`src/verilog/ssel_pkg.sv`:
```
// constants and types of the alignment source selection block
// assumes an axi4-lite master on the core clock, register index = byte address / 4
package ssel_pkg;

	// ======================================================
	// register indices (byte address is four times the index)
	localparam logic [9:0] IDX_RSVD_A = 10'h01C;
	localparam logic [9:0] IDX_RSVD_B = 10'h01D;
	localparam logic [9:0] IDX_CORR_SEL = 10'h01E;
	localparam logic [9:0] IDX_MIX_SEL = 10'h01F;
	localparam logic [9:0] IDX_SHADOW_BASE = 10'h040;
	localparam logic [9:0] IDX_ACTIVE_BASE = 10'h048;
	localparam logic [9:0] IDX_STATUS = 10'h050;

	// ======================================================
	// reset values and mixer write mask
	localparam logic [15:0] RSVD_RST = 16'h0000;
	localparam logic [15:0] CORR_SEL_RST = 16'h1111;
	localparam logic [15:0] MIX_SEL_RST = 16'h1140;
	localparam logic [15:0] MIX_WR_MASK = 16'hFFFE;

	// ======================================================
	// field positions
	localparam int AB_OFS_LSB = 12;
	localparam int CD_OFS_LSB = 8;
	localparam int AB_COR_LSB = 4;
	localparam int CD_COR_LSB = 0;
	localparam int AB_MIX_LSB = 12;
	localparam int CD_MIX_LSB = 8;
	localparam int NCO_LSB = 4;
	localparam int FMT_LSB = 2;
	localparam int SW_PULSE_BIT = 1;
	localparam int RSVD_BIT = 0;

	// ======================================================
	// source positions inside a mask, settings count, codes
	localparam int SRC_SW = 3;
	localparam int SRC_PIN = 2;
	localparam int SRC_STROBE = 1;
	localparam int SRC_AUTO = 0;
	localparam int NUM_SET = 6;
	localparam int NUM_PIN = 3;
	localparam logic [1:0] FMT_FRAME = 2'h0;
	localparam logic [1:0] FMT_PIN = 2'h1;
	localparam logic [1:0] RESP_OKAY = 2'h0;
	localparam logic [1:0] RESP_SLVERR = 2'h2;

	// settings order: ab offset, cd offset, ab corr, cd corr, ab mixer, cd mixer
	typedef logic [NUM_SET-1:0][15:0] ssel_set_t;
	// pin order: ext align pin, clock align strobe, frame marker
	typedef logic [NUM_PIN-1:0] ssel_pin_t;
	typedef enum {DEC_NONE, DEC_RSVD_A, DEC_RSVD_B, DEC_CORR, DEC_MIX, DEC_SHADOW,
		DEC_ACTIVE, DEC_STATUS} ssel_dec_t;

endpackage

```
`src/verilog/ssel_pin_sync.sv`:
```
// three-stage synchronisers with agreement filter for the alignment pins
// assumes asynchronous pin levels and the core clock aclk
`timescale 1ns/10ps
module ssel_pin_sync import ssel_pkg::*; (
	// clock and reset
	input wire logic aclk,
	input wire logic aresetn,
	// pins in, filtered levels out
	input wire ssel_pin_t pin_in,
	output ssel_pin_t pin_lvl
);

	typedef struct packed {
		ssel_pin_t s1;
		ssel_pin_t s2;
		ssel_pin_t s3;
		ssel_pin_t lvl;
	} ssel_sync_state_t;

	ssel_sync_state_t s_reg;
	ssel_sync_state_t s_next;

	// ======================================================
	// shift chain, level taken once stages two and three agree
	always_comb begin
		s_next = s_reg;
		s_next.s1 = pin_in;
		s_next.s2 = s_reg.s1;
		s_next.s3 = s_reg.s2;
		for (int i = 0; i < NUM_PIN; i++) begin
			if (s_reg.s2[i] == s_reg.s3[i]) begin
				s_next.lvl[i] = s_reg.s3[i];
			end
		end
	end

	always_ff @(posedge aclk) begin
		if (!aresetn) begin
			s_reg <= '0;
		end else begin
			s_reg <= s_next;
		end
	end

	assign pin_lvl = s_reg.lvl;

endmodule

```
`src/verilog/ssel_top.sv`:
```
// alignment source selection registers with double-buffered settings
// assumes an axi4-lite master on aclk and asynchronous alignment pins
//
// Behaviour
// RULE_01: bits 15:12 of the correction select register pick the ab offset sources, reset 0001.
// RULE_02: bits 11:8 of the correction select register pick the cd offset sources, reset 0001.
// RULE_03: bits 7:4 of the correction select register pick the ab correction sources, reset 0001.
// RULE_04: bits 3:0 of the correction select register pick the cd correction sources, reset 0001.
// RULE_05: bits 15:12 of the mixer select register pick the ab mixer sources, reset 0001.
// RULE_06: bits 11:8 of the mixer select register pick the cd mixer sources, reset 0001.
// RULE_07: mask bits from high to low are software pulse, pin, strobe, auto on write.
// RULE_08: a one enables a source and any enabled source triggers the update.
// RULE_09: bits 7:4 of the mixer select register align the oscillators, frame in bit 4, reset 0100.
// RULE_10: bits 3:2 pick one formatter source: 00 frame, 01 pin, else none, reset 00.
// RULE_11: bit 1 of the mixer select register is the software pulse level, reset zero.
// RULE_12: the two reserved registers and bit 0 of the mixer select register reset to zero.
// RULE_13: settings are written to a shadow copy and moved to active only on an enabled event.
`timescale 1ns/10ps
module ssel_top import ssel_pkg::*; (
	// clock and reset
	input wire logic aclk,
	input wire logic aresetn,
	// axi4-lite write address and data
	input wire logic [11:0] awaddr,
	input wire logic [2:0] awprot,
	input wire logic awvalid,
	output logic awready,
	input wire logic [31:0] wdata,
	input wire logic [3:0] wstrb,
	input wire logic wvalid,
	output logic wready,
	// axi4-lite write response
	output logic [1:0] bresp,
	output logic bvalid,
	input wire logic bready,
	// axi4-lite read
	input wire logic [11:0] araddr,
	input wire logic [2:0] arprot,
	input wire logic arvalid,
	output logic arready,
	output logic [31:0] rdata,
	output logic [1:0] rresp,
	output logic rvalid,
	input wire logic rready,
	// alignment sources
	input wire logic ext_align_pin,
	input wire logic clock_align_strobe,
	input wire logic frame_marker,
	// settings and alignment outputs
	output ssel_set_t active_settings,
	output logic nco_align,
	output logic format_align
);

	typedef struct packed {
		logic awready;
		logic wready;
		logic aw_got;
		logic w_got;
		logic [9:0] aw_idx;
		logic [31:0] w_data;
		logic [3:0] w_strb;
		logic bvalid;
		logic [1:0] bresp;
		logic arready;
		logic rvalid;
		logic [31:0] rdata;
		logic [1:0] rresp;
		logic [15:0] rsvd_a;
		logic [15:0] rsvd_b;
		logic [15:0] corr_sel;
		logic [15:0] mix_sel;
		ssel_set_t shadow;
		ssel_set_t active;
		logic [NUM_SET-1:0] wr_pulse;
		logic [NUM_SET-1:0] pending;
		logic nco_align;
		logic format_align;
	} ssel_state_t;

	ssel_state_t s_reg;
	ssel_state_t s_next;
	ssel_pin_t pin_lvl;
	logic [NUM_SET-1:0][3:0] mask;
	logic [NUM_SET-1:0] hit;
	logic sw_lvl;
	logic [3:0] nco_mask;
	ssel_dec_t wr_dec;
	ssel_dec_t rd_dec;
	logic [2:0] wr_sub;
	logic [2:0] rd_sub;

	// ======================================================
	// pin synchronisers
	ssel_pin_sync ssel_pin_sync_inst (
		.aclk(aclk),
		.aresetn(aresetn),
		.pin_in({frame_marker, clock_align_strobe, ext_align_pin}),
		.pin_lvl(pin_lvl)
	);

	// ======================================================
	// address decode and byte merge
	function automatic ssel_dec_t ssel_decode(input logic [9:0] idx);
		ssel_dec_t d;
		d = DEC_NONE;
		if (idx == IDX_RSVD_A) begin
			d = DEC_RSVD_A;
		end else if (idx == IDX_RSVD_B) begin
			d = DEC_RSVD_B;
		end else if (idx == IDX_CORR_SEL) begin
			d = DEC_CORR;
		end else if (idx == IDX_MIX_SEL) begin
			d = DEC_MIX;
		end else if (idx == IDX_STATUS) begin
			d = DEC_STATUS;
		end else if (idx[9:3] == IDX_SHADOW_BASE[9:3] && idx[2:0] < 3'(NUM_SET)) begin
			d = DEC_SHADOW;
		end else if (idx[9:3] == IDX_ACTIVE_BASE[9:3] && idx[2:0] < 3'(NUM_SET)) begin
			d = DEC_ACTIVE;
		end
		return d;
	endfunction

	function automatic logic [15:0] ssel_merge(input logic [15:0] old,
		input logic [31:0] data, input logic [3:0] strb);
		logic [15:0] r;
		r = old;
		if (strb[0]) begin
			r[7:0] = data[7:0];
		end
		if (strb[1]) begin
			r[15:8] = data[15:8];
		end
		return r;
	endfunction

	// ======================================================
	// next state
	always_comb begin
		s_next = s_reg;
		s_next.wr_pulse = '0;
		mask[0] = s_reg.corr_sel[AB_OFS_LSB +: 4]; // RULE_01
		mask[1] = s_reg.corr_sel[CD_OFS_LSB +: 4]; // RULE_02
		mask[2] = s_reg.corr_sel[AB_COR_LSB +: 4]; // RULE_03
		mask[3] = s_reg.corr_sel[CD_COR_LSB +: 4]; // RULE_04
		mask[4] = s_reg.mix_sel[AB_MIX_LSB +: 4]; // RULE_05
		mask[5] = s_reg.mix_sel[CD_MIX_LSB +: 4]; // RULE_06
		nco_mask = s_reg.mix_sel[NCO_LSB +: 4];
		sw_lvl = s_reg.mix_sel[SW_PULSE_BIT]; // RULE_11
		wr_dec = ssel_decode(s_reg.aw_idx);
		rd_dec = ssel_decode(araddr[11:2]);
		wr_sub = s_reg.aw_idx[2:0];
		rd_sub = araddr[4:2];

		// double-buffer transfers
		for (int i = 0; i < NUM_SET; i++) begin
			hit[i] = |(mask[i] & {sw_lvl, pin_lvl[0], pin_lvl[1], s_reg.wr_pulse[i]}); // RULE_07 RULE_08
			if (hit[i]) begin
				s_next.active[i] = s_reg.shadow[i]; // RULE_13
				s_next.pending[i] = 1'b0;
			end
		end
		s_next.nco_align = |(nco_mask & {sw_lvl, pin_lvl[0], pin_lvl[1], pin_lvl[2]}); // RULE_09
		case (s_reg.mix_sel[FMT_LSB +: 2])
			FMT_FRAME: s_next.format_align = pin_lvl[2]; // RULE_10
			FMT_PIN: s_next.format_align = pin_lvl[0]; // RULE_10
			default: s_next.format_align = 1'b0; // RULE_10
		endcase

		// write channel capture
		if (awvalid && s_reg.awready) begin
			s_next.aw_got = 1'b1;
			s_next.aw_idx = awaddr[11:2];
		end
		if (wvalid && s_reg.wready) begin
			s_next.w_got = 1'b1;
			s_next.w_data = wdata;
			s_next.w_strb = wstrb;
		end
		if (s_reg.bvalid && bready) begin
			s_next.bvalid = 1'b0;
		end
		if (s_reg.aw_got && s_reg.w_got && !s_reg.bvalid) begin
			s_next.aw_got = 1'b0;
			s_next.w_got = 1'b0;
			s_next.bvalid = 1'b1;
			s_next.bresp = RESP_OKAY;
			case (wr_dec)
				DEC_RSVD_A: s_next.rsvd_a = ssel_merge(s_reg.rsvd_a, s_reg.w_data, s_reg.w_strb);
				DEC_RSVD_B: s_next.rsvd_b = ssel_merge(s_reg.rsvd_b, s_reg.w_data, s_reg.w_strb);
				DEC_CORR: s_next.corr_sel = ssel_merge(s_reg.corr_sel, s_reg.w_data, s_reg.w_strb);
				DEC_MIX: begin
					s_next.mix_sel = ssel_merge(s_reg.mix_sel, s_reg.w_data, s_reg.w_strb)
						& MIX_WR_MASK; // RULE_12
				end
				DEC_SHADOW: begin
					s_next.shadow[wr_sub] = ssel_merge(s_reg.shadow[wr_sub], s_reg.w_data,
						s_reg.w_strb); // RULE_13
					s_next.wr_pulse[wr_sub] = 1'b1;
					s_next.pending[wr_sub] = 1'b1;
				end
				DEC_ACTIVE: s_next.bresp = RESP_OKAY;
				DEC_STATUS: s_next.bresp = RESP_OKAY;
				default: s_next.bresp = RESP_SLVERR;
			endcase
		end
		s_next.awready = !s_next.aw_got;
		s_next.wready = !s_next.w_got;

		// read channel
		if (arvalid && s_reg.arready) begin
			s_next.arready = 1'b0;
			s_next.rvalid = 1'b1;
			s_next.rresp = RESP_OKAY;
			case (rd_dec)
				DEC_RSVD_A: s_next.rdata = {16'h0000, s_reg.rsvd_a};
				DEC_RSVD_B: s_next.rdata = {16'h0000, s_reg.rsvd_b};
				DEC_CORR: s_next.rdata = {16'h0000, s_reg.corr_sel};
				DEC_MIX: s_next.rdata = {16'h0000, s_reg.mix_sel};
				DEC_SHADOW: s_next.rdata = {16'h0000, s_reg.shadow[rd_sub]};
				DEC_ACTIVE: s_next.rdata = {16'h0000, s_reg.active[rd_sub]};
				DEC_STATUS: s_next.rdata = {23'h0, pin_lvl, s_reg.pending};
				default: begin
					s_next.rdata = 32'h00000000;
					s_next.rresp = RESP_SLVERR;
				end
			endcase
		end else if (s_reg.rvalid && rready) begin
			s_next.rvalid = 1'b0;
			s_next.arready = 1'b1;
		end
	end

	// ======================================================
	// state register
	always_ff @(posedge aclk) begin
		if (!aresetn) begin
			s_reg <= '0;
			s_reg.awready <= 1'b1;
			s_reg.wready <= 1'b1;
			s_reg.arready <= 1'b1;
			s_reg.rsvd_a <= RSVD_RST; // RULE_12
			s_reg.rsvd_b <= RSVD_RST; // RULE_12
			s_reg.corr_sel <= CORR_SEL_RST; // RULE_01 RULE_02 RULE_03 RULE_04
			s_reg.mix_sel <= MIX_SEL_RST; // RULE_05 RULE_06 RULE_09 RULE_10 RULE_11
		end else begin
			s_reg <= s_next;
		end
	end

	// ======================================================
	// outputs
	assign awready = s_reg.awready;
	assign wready = s_reg.wready;
	assign bvalid = s_reg.bvalid;
	assign bresp = s_reg.bresp;
	assign arready = s_reg.arready;
	assign rvalid = s_reg.rvalid;
	assign rdata = s_reg.rdata;
	assign rresp = s_reg.rresp;
	assign active_settings = s_reg.active;
	assign nco_align = s_reg.nco_align;
	assign format_align = s_reg.format_align;

	// ======================================================
	// checks
	ab_ofs_sw_a: assert property (@(posedge aclk) disable iff (!aresetn) // RULE_01
		(sw_lvl && s_reg.corr_sel[15]) |=> active_settings[0] == $past(s_reg.shadow[0]))
		else $error("ab offset not moved on software pulse");
	cd_ofs_pin_a: assert property (@(posedge aclk) disable iff (!aresetn) // RULE_02
		(pin_lvl[0] && s_reg.corr_sel[10]) |=> active_settings[1] == $past(s_reg.shadow[1]))
		else $error("cd offset not moved on pin");
	ab_cor_strobe_a: assert property (@(posedge aclk) disable iff (!aresetn) // RULE_03
		(pin_lvl[1] && s_reg.corr_sel[5]) |=> active_settings[2] == $past(s_reg.shadow[2]))
		else $error("ab correction not moved on strobe");
	cd_cor_auto_a: assert property (@(posedge aclk) disable iff (!aresetn) // RULE_04
		(s_reg.wr_pulse[3] && s_reg.corr_sel[0]) |=> active_settings[3] == $past(s_reg.shadow[3]))
		else $error("cd correction not moved on write");
	ab_mix_hold_a: assert property (@(posedge aclk) disable iff (!aresetn) // RULE_05
		(s_reg.mix_sel[15:12] == 4'h0) |=> $stable(active_settings[4]))
		else $error("ab mixer moved with no source enabled");
	cd_mix_strobe_a: assert property (@(posedge aclk) disable iff (!aresetn) // RULE_06
		(pin_lvl[1] && s_reg.mix_sel[9]) |=> active_settings[5] == $past(s_reg.shadow[5]))
		else $error("cd mixer not moved on strobe");
	any_src_clr_a: assert property (@(posedge aclk) disable iff (!aresetn) // RULE_08
		(hit[0] && !s_reg.wr_pulse[0] && !(s_reg.aw_got && s_reg.w_got)) |=> !s_reg.pending[0])
		else $error("pending kept after enabled event");
	nco_frame_a: assert property (@(posedge aclk) disable iff (!aresetn) // RULE_09
		(pin_lvl[2] && s_reg.mix_sel[4]) |=> nco_align)
		else $error("oscillator align missing on frame");
	fmt_off_a: assert property (@(posedge aclk) disable iff (!aresetn) // RULE_10
		(s_reg.mix_sel[3]) |=> !format_align)
		else $error("formatter aligned while disabled");
	fmt_pin_a: assert property (@(posedge aclk) disable iff (!aresetn) // RULE_10
		(s_reg.mix_sel[3:2] == FMT_PIN) |=> format_align == $past(pin_lvl[0]))
		else $error("formatter not following pin");
	rsvd_zero_a: assert property (@(posedge aclk) disable iff (!aresetn) // RULE_12
		s_reg.mix_sel[RSVD_BIT] == 1'b0)
		else $error("reserved bit set");
	shadow_only_a: assert property (@(posedge aclk) disable iff (!aresetn) // RULE_13
		(hit == '0) |=> $stable(active_settings))
		else $error("active copy changed with no event");

endmodule

```
`config.mk`:
```
export PLATFORM = sky130hd
export DESIGN_NAME = ssel_top
export DESIGN_NICKNAME = d
export VERILOG_FILES = /design/src/verilog/ssel_pkg.sv /design/src/verilog/ssel_pin_sync.sv /design/src/verilog/ssel_top.sv
export SDC_FILE = /design/constraint.sdc
export NUM_CORES = 1
export LEC_CHECK = 0
export ABC_AREA = 0
export BUFFER_PORTS_ARGS = -buffer_cell sky130_fd_sc_hd__clkbuf_2
export CAP_MARGIN = 20
export CORE_MARGIN = 2
export CORE_UTILIZATION = 43
export DETAILED_ROUTE_END_ITERATION = 7
export GPL_ROUTABILITY_DRIVEN = 0
export PLACE_DENSITY = 0.6
export SLEW_MARGIN = 20
export SYNTH_ARGS = -nofsm -noshare
export SYNTH_HDL_FRONTEND = slang
export SYNTH_SLANG_ARGS = --single-unit
```
`constraint.sdc`:
```
create_clock -name aclk -period 2.45 [get_ports aclk]
set_input_delay 0.3675 -clock aclk [delete_from_list [all_inputs] [get_ports aclk]]
set_output_delay 0.3675 -clock aclk [all_outputs]
set_load 0.05 [all_outputs]
```
==> results by group, run 1 <==
Die
  – Std cell rows: 70
  – Die height: approximately 200 um
  – Core area: roughly 37000 um2
  – Die X: 197 um
  – Initial Utilization: between 40% and 50%
  – I/O pins: between 200 and 250
  – Die area: 39000 um2

Yosys
  – Mean Syn Cell Area: approximately 8.8 um2
  – Adder-cell area share of the yosys netlist: 0%
  – Mux share of post-synthesis cell area: approximately 15%
  – Unique masters post-synth: 60
  – Simple-gate area share of the yosys netlist: approximately 17%
  – Top-area cell type share of the netlist area: 41.6%
  – Fraction of registers with async set/reset: 0%
  – Predominant post-synthesis flop cell: dfxtp_1
  – Synth top cells by count: dfxtp_1 (334), nand2_1 (223), mux2i_1 (170)
  – Synth top area cells: dfxtp_1 (42%), mux2i_1 (11%), buf_4 (6.7%), nand2_1 (5.2%), o21ai_0 (4.5%)
  – Post-Synth XOR/XNOR Area: less than 1%
  – Largest family of logic cells by synthesized area: simple AND/OR/NAND/NOR gates
  – Syn Std Cell Area: about 16000 um2
  – EDFF count, synth: 0
  – Post-Synthesis Cells: between 1500 and 2000
  – Synth warnings: 0
  – Synthesis-stage register bit count: approximately 330
  – Post-synthesis compound-gate area fraction: between 10% and 20%
  – Top-count cell post-synth: dfxtp_1
  – Synth area leader: dfxtp_1
  – Seq/Total Area, Yosys: between 40% and 50%

Setup path
  – Crit path max fanout: 15
  – R2R depth: 5
  – Flop2flop setup slack: 0.20 ns
  – Crit end category: flip-flop
  – CP max stage delay: just under 0.6 ns
  – Reg2reg start: s_reg[345]$_SDFFE_PN0P_
  – CP startpoint kind: flip-flop
  – CP Cell Sequence: and3b_1 -> a221oi_1 -> o21ai_0 -> nand3_1 -> o21ai_0
  – Crit Path Category: reg2reg
  – CP max stage cell: dfxtp_2
  – Crit path arrival time: 2.70 ns
  – Family with the most delay on the worst path: simple AND/OR/NAND/NOR gates
  – CP required: around 2.9 ns
  – Worst Setup SP: s_reg[345]$_SDFFE_PN0P_
  – CP most frequent cell: o21ai_0
  – RR Endpoint: s_reg[193]$_SDFFE_PN0P_
  – Worst path buffer plus inverter count: 0

Finish
  – Final Instance Area: 18000 um2
  – Core Util, Final: between 40% and 50%
  – Antenna diodes: 0
  – Seq. cell area: ~6700 um2
  – # fillers: 3498
  – Largest register FFs: 173
  – Multi-input logic area: about 8000 um2
  – Area growth, synth to finish: 12.0%
  – Fraction of layout cells with a size suffix above 1: approximately 20%
  – Nets: roughly 1900

STA
  – Tightest Pin Transition: about 0.65 ns
  – Max-Slew Margin vs Limit: a little under three fifths
  – Slew Viols, Final: 0
  – Fmax: ~450 MHz
  – Final setup viols: 0
  – Worst Skew: between 0.02 and 0.025 ns
  – Tcrit/Tclk final: between 90 and 100%
  – Hold violation count in the final report: 0
  – Worst hold slack: 0.0424 ns
  – Crit path time final: approximately 2.2 ns
  – Final TNS setup: 0 ns
  – RSZ-0062 raised after global routing: no

Clocking
  – H-tree depth: 2
  – Post_cts resized: 0
  – Clk_lat worst skew: between 0.5 and 0.6 ns
  – Buffer count from post-CTS setup fixing: 0
  – CTS buffer count: 38
  – CTS clk-pin slew, worst paths: approximately 0.060 ns
  – Clock Tree Buf Depth: 3
  – CTS tree: built
  – # hold bufs at CTS: 0
  – Clock root buffer: clkbuf_16
  – Clock sinks: around 330

Global route
  – First-pass GRT wire length: about 80 mm
  – Overall Global Routing Usage: a little over a quarter
  – Met3 global-route usage: 6.01%
  – GRT busiest layer: met2
  – Largest net degree at the start of global routing: 134
  – GR Layer Usage met2: 40.6%
  – Met1 Use GR: about 39%
  – Initial antenna violation count: 1
  – Vias in the first global route: 12600
  – Total global routing overflow: 0

Power and ir drop
  – Internal: around 0.0095 W
  – Comb power frac: 5.9%
  – P_leak: around 6.6 nW
  – Switching share of total power: 23.3%
  – Final Power: around 0.012 W
  – Cell Pwr Density: approximately 690 nW/um2
  – Max IR drop VDD: 519 uV
  – Psw: roughly 0.0029 W
  – Flop pwr share: 44.6%
  – Clk pwr share: just under 50%

Route
  – ANT nets after route: 0
  – Initial DRC Count: 1276
  – Wirelength per Cell: roughly 23 um
  – Drc violations: 0
  – Vias: 13600
  – Routed Wire Length: 53.9 mm
  – Vias per Instance: roughly 5.8
  – First drt pass iteration count: 5

Worst hold path
  – Worst hold-check path type: in2reg
  – Hold Path Sink: ssel_pin_sync_inst.s_next[8]$_SDFF_PN0_
  – Worst hold path depth: 2
  – Min-delay src: frame_marker

Place
  – Post-DP HPWL: slightly below 40 mm
  – I/O Buffers: around 170
  – Placed cell area: between 15000 and 20000 um2

Run status
  – Run status: finished clean

Run
  – Max-capacitance violation count: 0
-- logic make-up (layout without fill, tap and decap cells) --
logic type	count (synthesis)	count (layout)
flops	334	334
simple gates	597	597
buf+inv	276	325
compound gates	399	399
xor+xnor	1	1
other cells	1	18
mux	216	216
-- area by class of cell --
cell class / count / share of cell area [%]
clock inverter: 9 / 0.806
timing repair buffer: 243 / 8.26
tap: 468 / 3.25
sequential: 334 / 37.1
inverter: 14 / 0.299
clock buffer: 59 / 6.74
multi-input combinational: 1231 / 43.5
-- metrics by stage --
stage / cells / setup slack [ns]
CTS: 2358 / 0.259
detailed placement: 2290 / 0.0834
global placement: 2290 / 0.192
global route: 2358 / 0.0471
floorplan: 1841 / 0.589
finish: 2358 / 0.204
-- cells in the final DEF, fill, tap and decap left out, drive strengths merged, types with 11 or more instances in the layout --
cell    synthesis  routed
buf           180      77
dfxtp         334     334
nand3         127     127
a21oi          36      36
conb            1      18
o21ai         170     170
o22ai          11      11
mux2           25      25
and3           16      16
a221oi         26      26
nor2          138     138
mux2i         170     170
clkbuf         82     225
a41oi          14      14
a22oi          30      30
mux4           21      21
inv            14      13
and2           28      28
nand2b         17      17
nand2         223     223
a21boi         88      88
-- layer usage --
| metal | wire (um) | share of wire (%) |
|---|---|---|
| met1 | 24100 | 45 |
| met3 | 5020 | 9.3 |
| met2 | 23200 | 43 |
| met4 | 1600 | 3.0 |
| met5 | 0 | 0 |
-- how the worst max path moves through the flow --
stage / end / slack (ns) / depth (start not counted)
3_3_place_gp: rdata[0]$_SDFFE_PN0P_ / 0.19 / 6
2_1_floorplan: s_reg[121]$_SDFFE_PN0P_ / 0.59 / 7
3_5_place_dp: rdata[0]$_SDFFE_PN0P_ / 0.08 / 6
6_report: s_reg[193]$_SDFFE_PN0P_ / 0.20 / 5
4_1_cts: s_reg[193]$_SDFFE_PN0P_ / 0.26 / 5
5_1_grt: s_reg[249]$_SDFFE_PN0P_ / 0.05 / 5
-- worst register-to-register path, delay by kind of cell (launching register included) --
kind	cells	cell delay, ns
and+or+nand+nor	2	0.95
AOI/OAI and AO/OA	3	0.62
DFF	1	0.59
-- power groups by stage --
| stage | clock network [W] | logic (W) | registers [W] |
|---|---|---|---|
| 2_1_floorplan | 0 | 0.000492 | 0.00566 |
| 3_3_place_gp | 0 | 0.000726 | 0.00566 |
| 3_5_place_dp | 0 | 0.000729 | 0.00566 |
| 4_1_cts | 0.00622 | 0.000731 | 0.00554 |
| 5_1_grt | 0.00645 | 0.000788 | 0.00554 |
| 6_report | 0.00615 | 0.000738 | 0.00554 |
Power figures use the tool's default switching activity.
==> run 2: changes to the inputs <==
- GPL_TIMING_DRIVEN: not set -> 0
==> run 2 against run 1 <==
  * The run now ends with negative setup slack left
  * Sequential power about the same
  * Critical path type is now in2reg
  * Register-to-register slack got worse by 0.17 ns
  * Via count increased by 8.3%
  * Largest cell class unchanged
  * Global-route usage increased by 3.6 points
  * Clock power decreased by 2%
  * Fmax decreased by 11%
  * Cell count increased by 8.0%
  * First-iteration DRC count increased by 41%
==> results by group, run 2 (synthesis gave the netlist of run 1 again) <==
Clocking
  – # hold bufs at CTS: 0
  – Clock Tree Buf Depth: 3
  – H-tree depth: 2
  – Clock root buffer: clkbuf_16
  – Clock sinks: ~330
  – CTS tree: built
  – Clk_lat worst skew: ~0.53 ns
  – CTS buffer count: 38
  – CTS clk-pin slew, worst paths: around 0.060 ns

Finish
  – Multi-input logic area: roughly 7900 um2
  – Most common cell after layout, fill and taps aside: dfxtp_1
  – Antenna diodes: 0
  – Nets: ~2100
  – Most frequent cells in the layout: dfxtp_1 (334), nand2_1 (221), clkbuf_2 (170), mux2i_1 (168), o21ai_0 (146)
  – Seq. cell area: between 6000 and 7000 um2
  – Fraction of layout cells with a size suffix above 1: around a quarter
  – Largest register FFs: about 170
  – Core Util, Final: about half
  – # fillers: 3481
  – Area growth, synth to finish: 17.8%

STA
  – PnR worst setup slack: -0.0766 ns
  – Tcrit/Tclk final: 103%
  – Fmax: 396 MHz
  – Worst hold slack: between 0.03 and 0.04 ns
  – Hold violation count in the final report: 0
  – Final setup viols: 1
  – Slew Viols, Final: 0
  – Max-Slew Margin vs Limit: around 28%
  – Tightest Pin Transition: between 1 and 1.5 ns
  – Worst Skew: about 0.024 ns
  – Final TNS setup: -0.0766 ns
  – Crit path time final: around 2.5 ns

Setup path
  – Crit path max fanout: 10
  – CP startpoint kind: input pin
  – Crit path arrival time: 2.88 ns
  – Crit end category: flip-flop
  – CP required: roughly 2.8 ns
  – Family with the most delay on the worst path: buffers and inverters
  – CP Cell Sequence: clkbuf_2 -> buf_4 -> buf_4 -> buf_4 -> mux2i_1 -> nor2_1 -> o21ai_0 -> a41oi_1
  – Crit Path Category: in2reg
  – Worst path buffer plus inverter count: 4
  – CP max stage cell: o21ai_0
  – CP max stage delay: ~0.60 ns
  – CP most frequent cell: buf_4

Route
  – Initial DRC Count: 1800
  – ANT nets after route: 0
  – Vias: 14700
  – Drc violations: 0
  – Routed Wire Length: slightly above 60 mm
  – First drt pass iteration count: 6
  – Vias per Instance: 5.79
  – Wirelength per Cell: between 20 and 25 um

Die
  – Die height: slightly below 200 um
  – Initial Utilization: 43.8%
  – Core area: 36700 um2
  – Die X: just under 200 um
  – Std cell rows: 70
  – Die area: approximately 39000 um2
  – I/O pins: around 220

Global route
  – Largest net degree at the start of global routing: 14
  – First-pass GRT wire length: just under 90 mm
  – Overall Global Routing Usage: 30.9%
  – Initial antenna violation count: 2
  – Vias in the first global route: about 14000
  – Total global routing overflow: 0

Place
  – I/O Buffers: 168
  – Post-DP HPWL: approximately 47 mm

Power and ir drop
  – Max IR drop VDD: about 390 uV
  – P_leak: ~7.2 nW
  – Cell Pwr Density: between 600 and 700 nW/um2
  – Final Power: ~0.012 W

Run status
  – Violated checks: negative setup slack
  – Run status: finished, violations left

Run
  – Max-capacitance violation count: 0

Worst hold path
  – Worst hold-check path type: in2reg
[run 2: changes by cell type in the layout (fill, tap and decap cells not counted), moves of 5 or more]
cell,before,now
buf_12,6,0
clkbuf_8,12,7
clkbuf_1,6,86
buf_1,0,5
buf_2,0,30
buf_4,70,144
[run 2: final timing paths]
path / from / end / slack, ns / cells after the start
worst max-delay path: araddr[2] / rdata[6]$_SDFFE_PN0P_ / -0.08 / 8
worst min-delay path: ext_align_pin / ssel_pin_sync_inst.s_next[6]$_SDFF_PN0_ / 0.04 / 2
worst max register to register: s_reg[347]$_SDFFE_PN0P_ / s_reg[117]$_SDFFE_PN0P_ / 0.03 / 8
worst min register to register: ssel_pin_sync_inst.s_next[8]$_SDFF_PN0_ / ssel_pin_sync_inst.s_next[5]$_SDFF_PN0_ / 0.43 / 1
[run 2: final cells by class]
| cell class | count | share of cell area [%] |
|---|---|---|
| clock inverters | 16 | 1.16 |
| multi-input cells | 1231 | 41.6 |
| well taps | 468 | 3.09 |
| clock buffers | 53 | 5.80 |
| flip-flops and latches | 334 | 35.3 |
| inverters | 14 | 0.277 |
| repair buffers | 169 | 4.48 |
| plain buffers | 261 | 8.30 |
[run 2: timing repair]
action                                 CTS  global route
setup endpoints to repair               39            60
endpoints found under the hold margin    0             0
pin swaps                                0             2
resized for setup                        4             8
setup buffers                            0             1
[run 2: per-layer routing]
metal | track usage, % | wire [um] | vias to the layer above
met1 | 43.1 | 26100 | 7006
met4 | 14.3 | 3070 | 0
met5 | 0 | 0 | -
li1 | - | - | 6731
met2 | 43.4 | 24600 | 840
met3 | 9.49 | 7580 | 155
[run 2: power breakdown]
group / internal, W / switching (W) / leakage (nW)
sequential: 0.00548 / 0.0000887 / 2.70
clock: 0.00367 / 0.00234 / 0.651
combinational: 0.000234 / 0.000555 / 3.90
[run 2: through the flow]
step                      area, um2  setup WS, ns  instances
after global routing          18900       -0.0534       2546
final                         18900       -0.0766       2546
after CTS                     18900        0.0131       2546
after global placement        17600        -0.403       2477
after floorplan               16100         0.589       1841
after detailed placement      17600        -0.407       2477
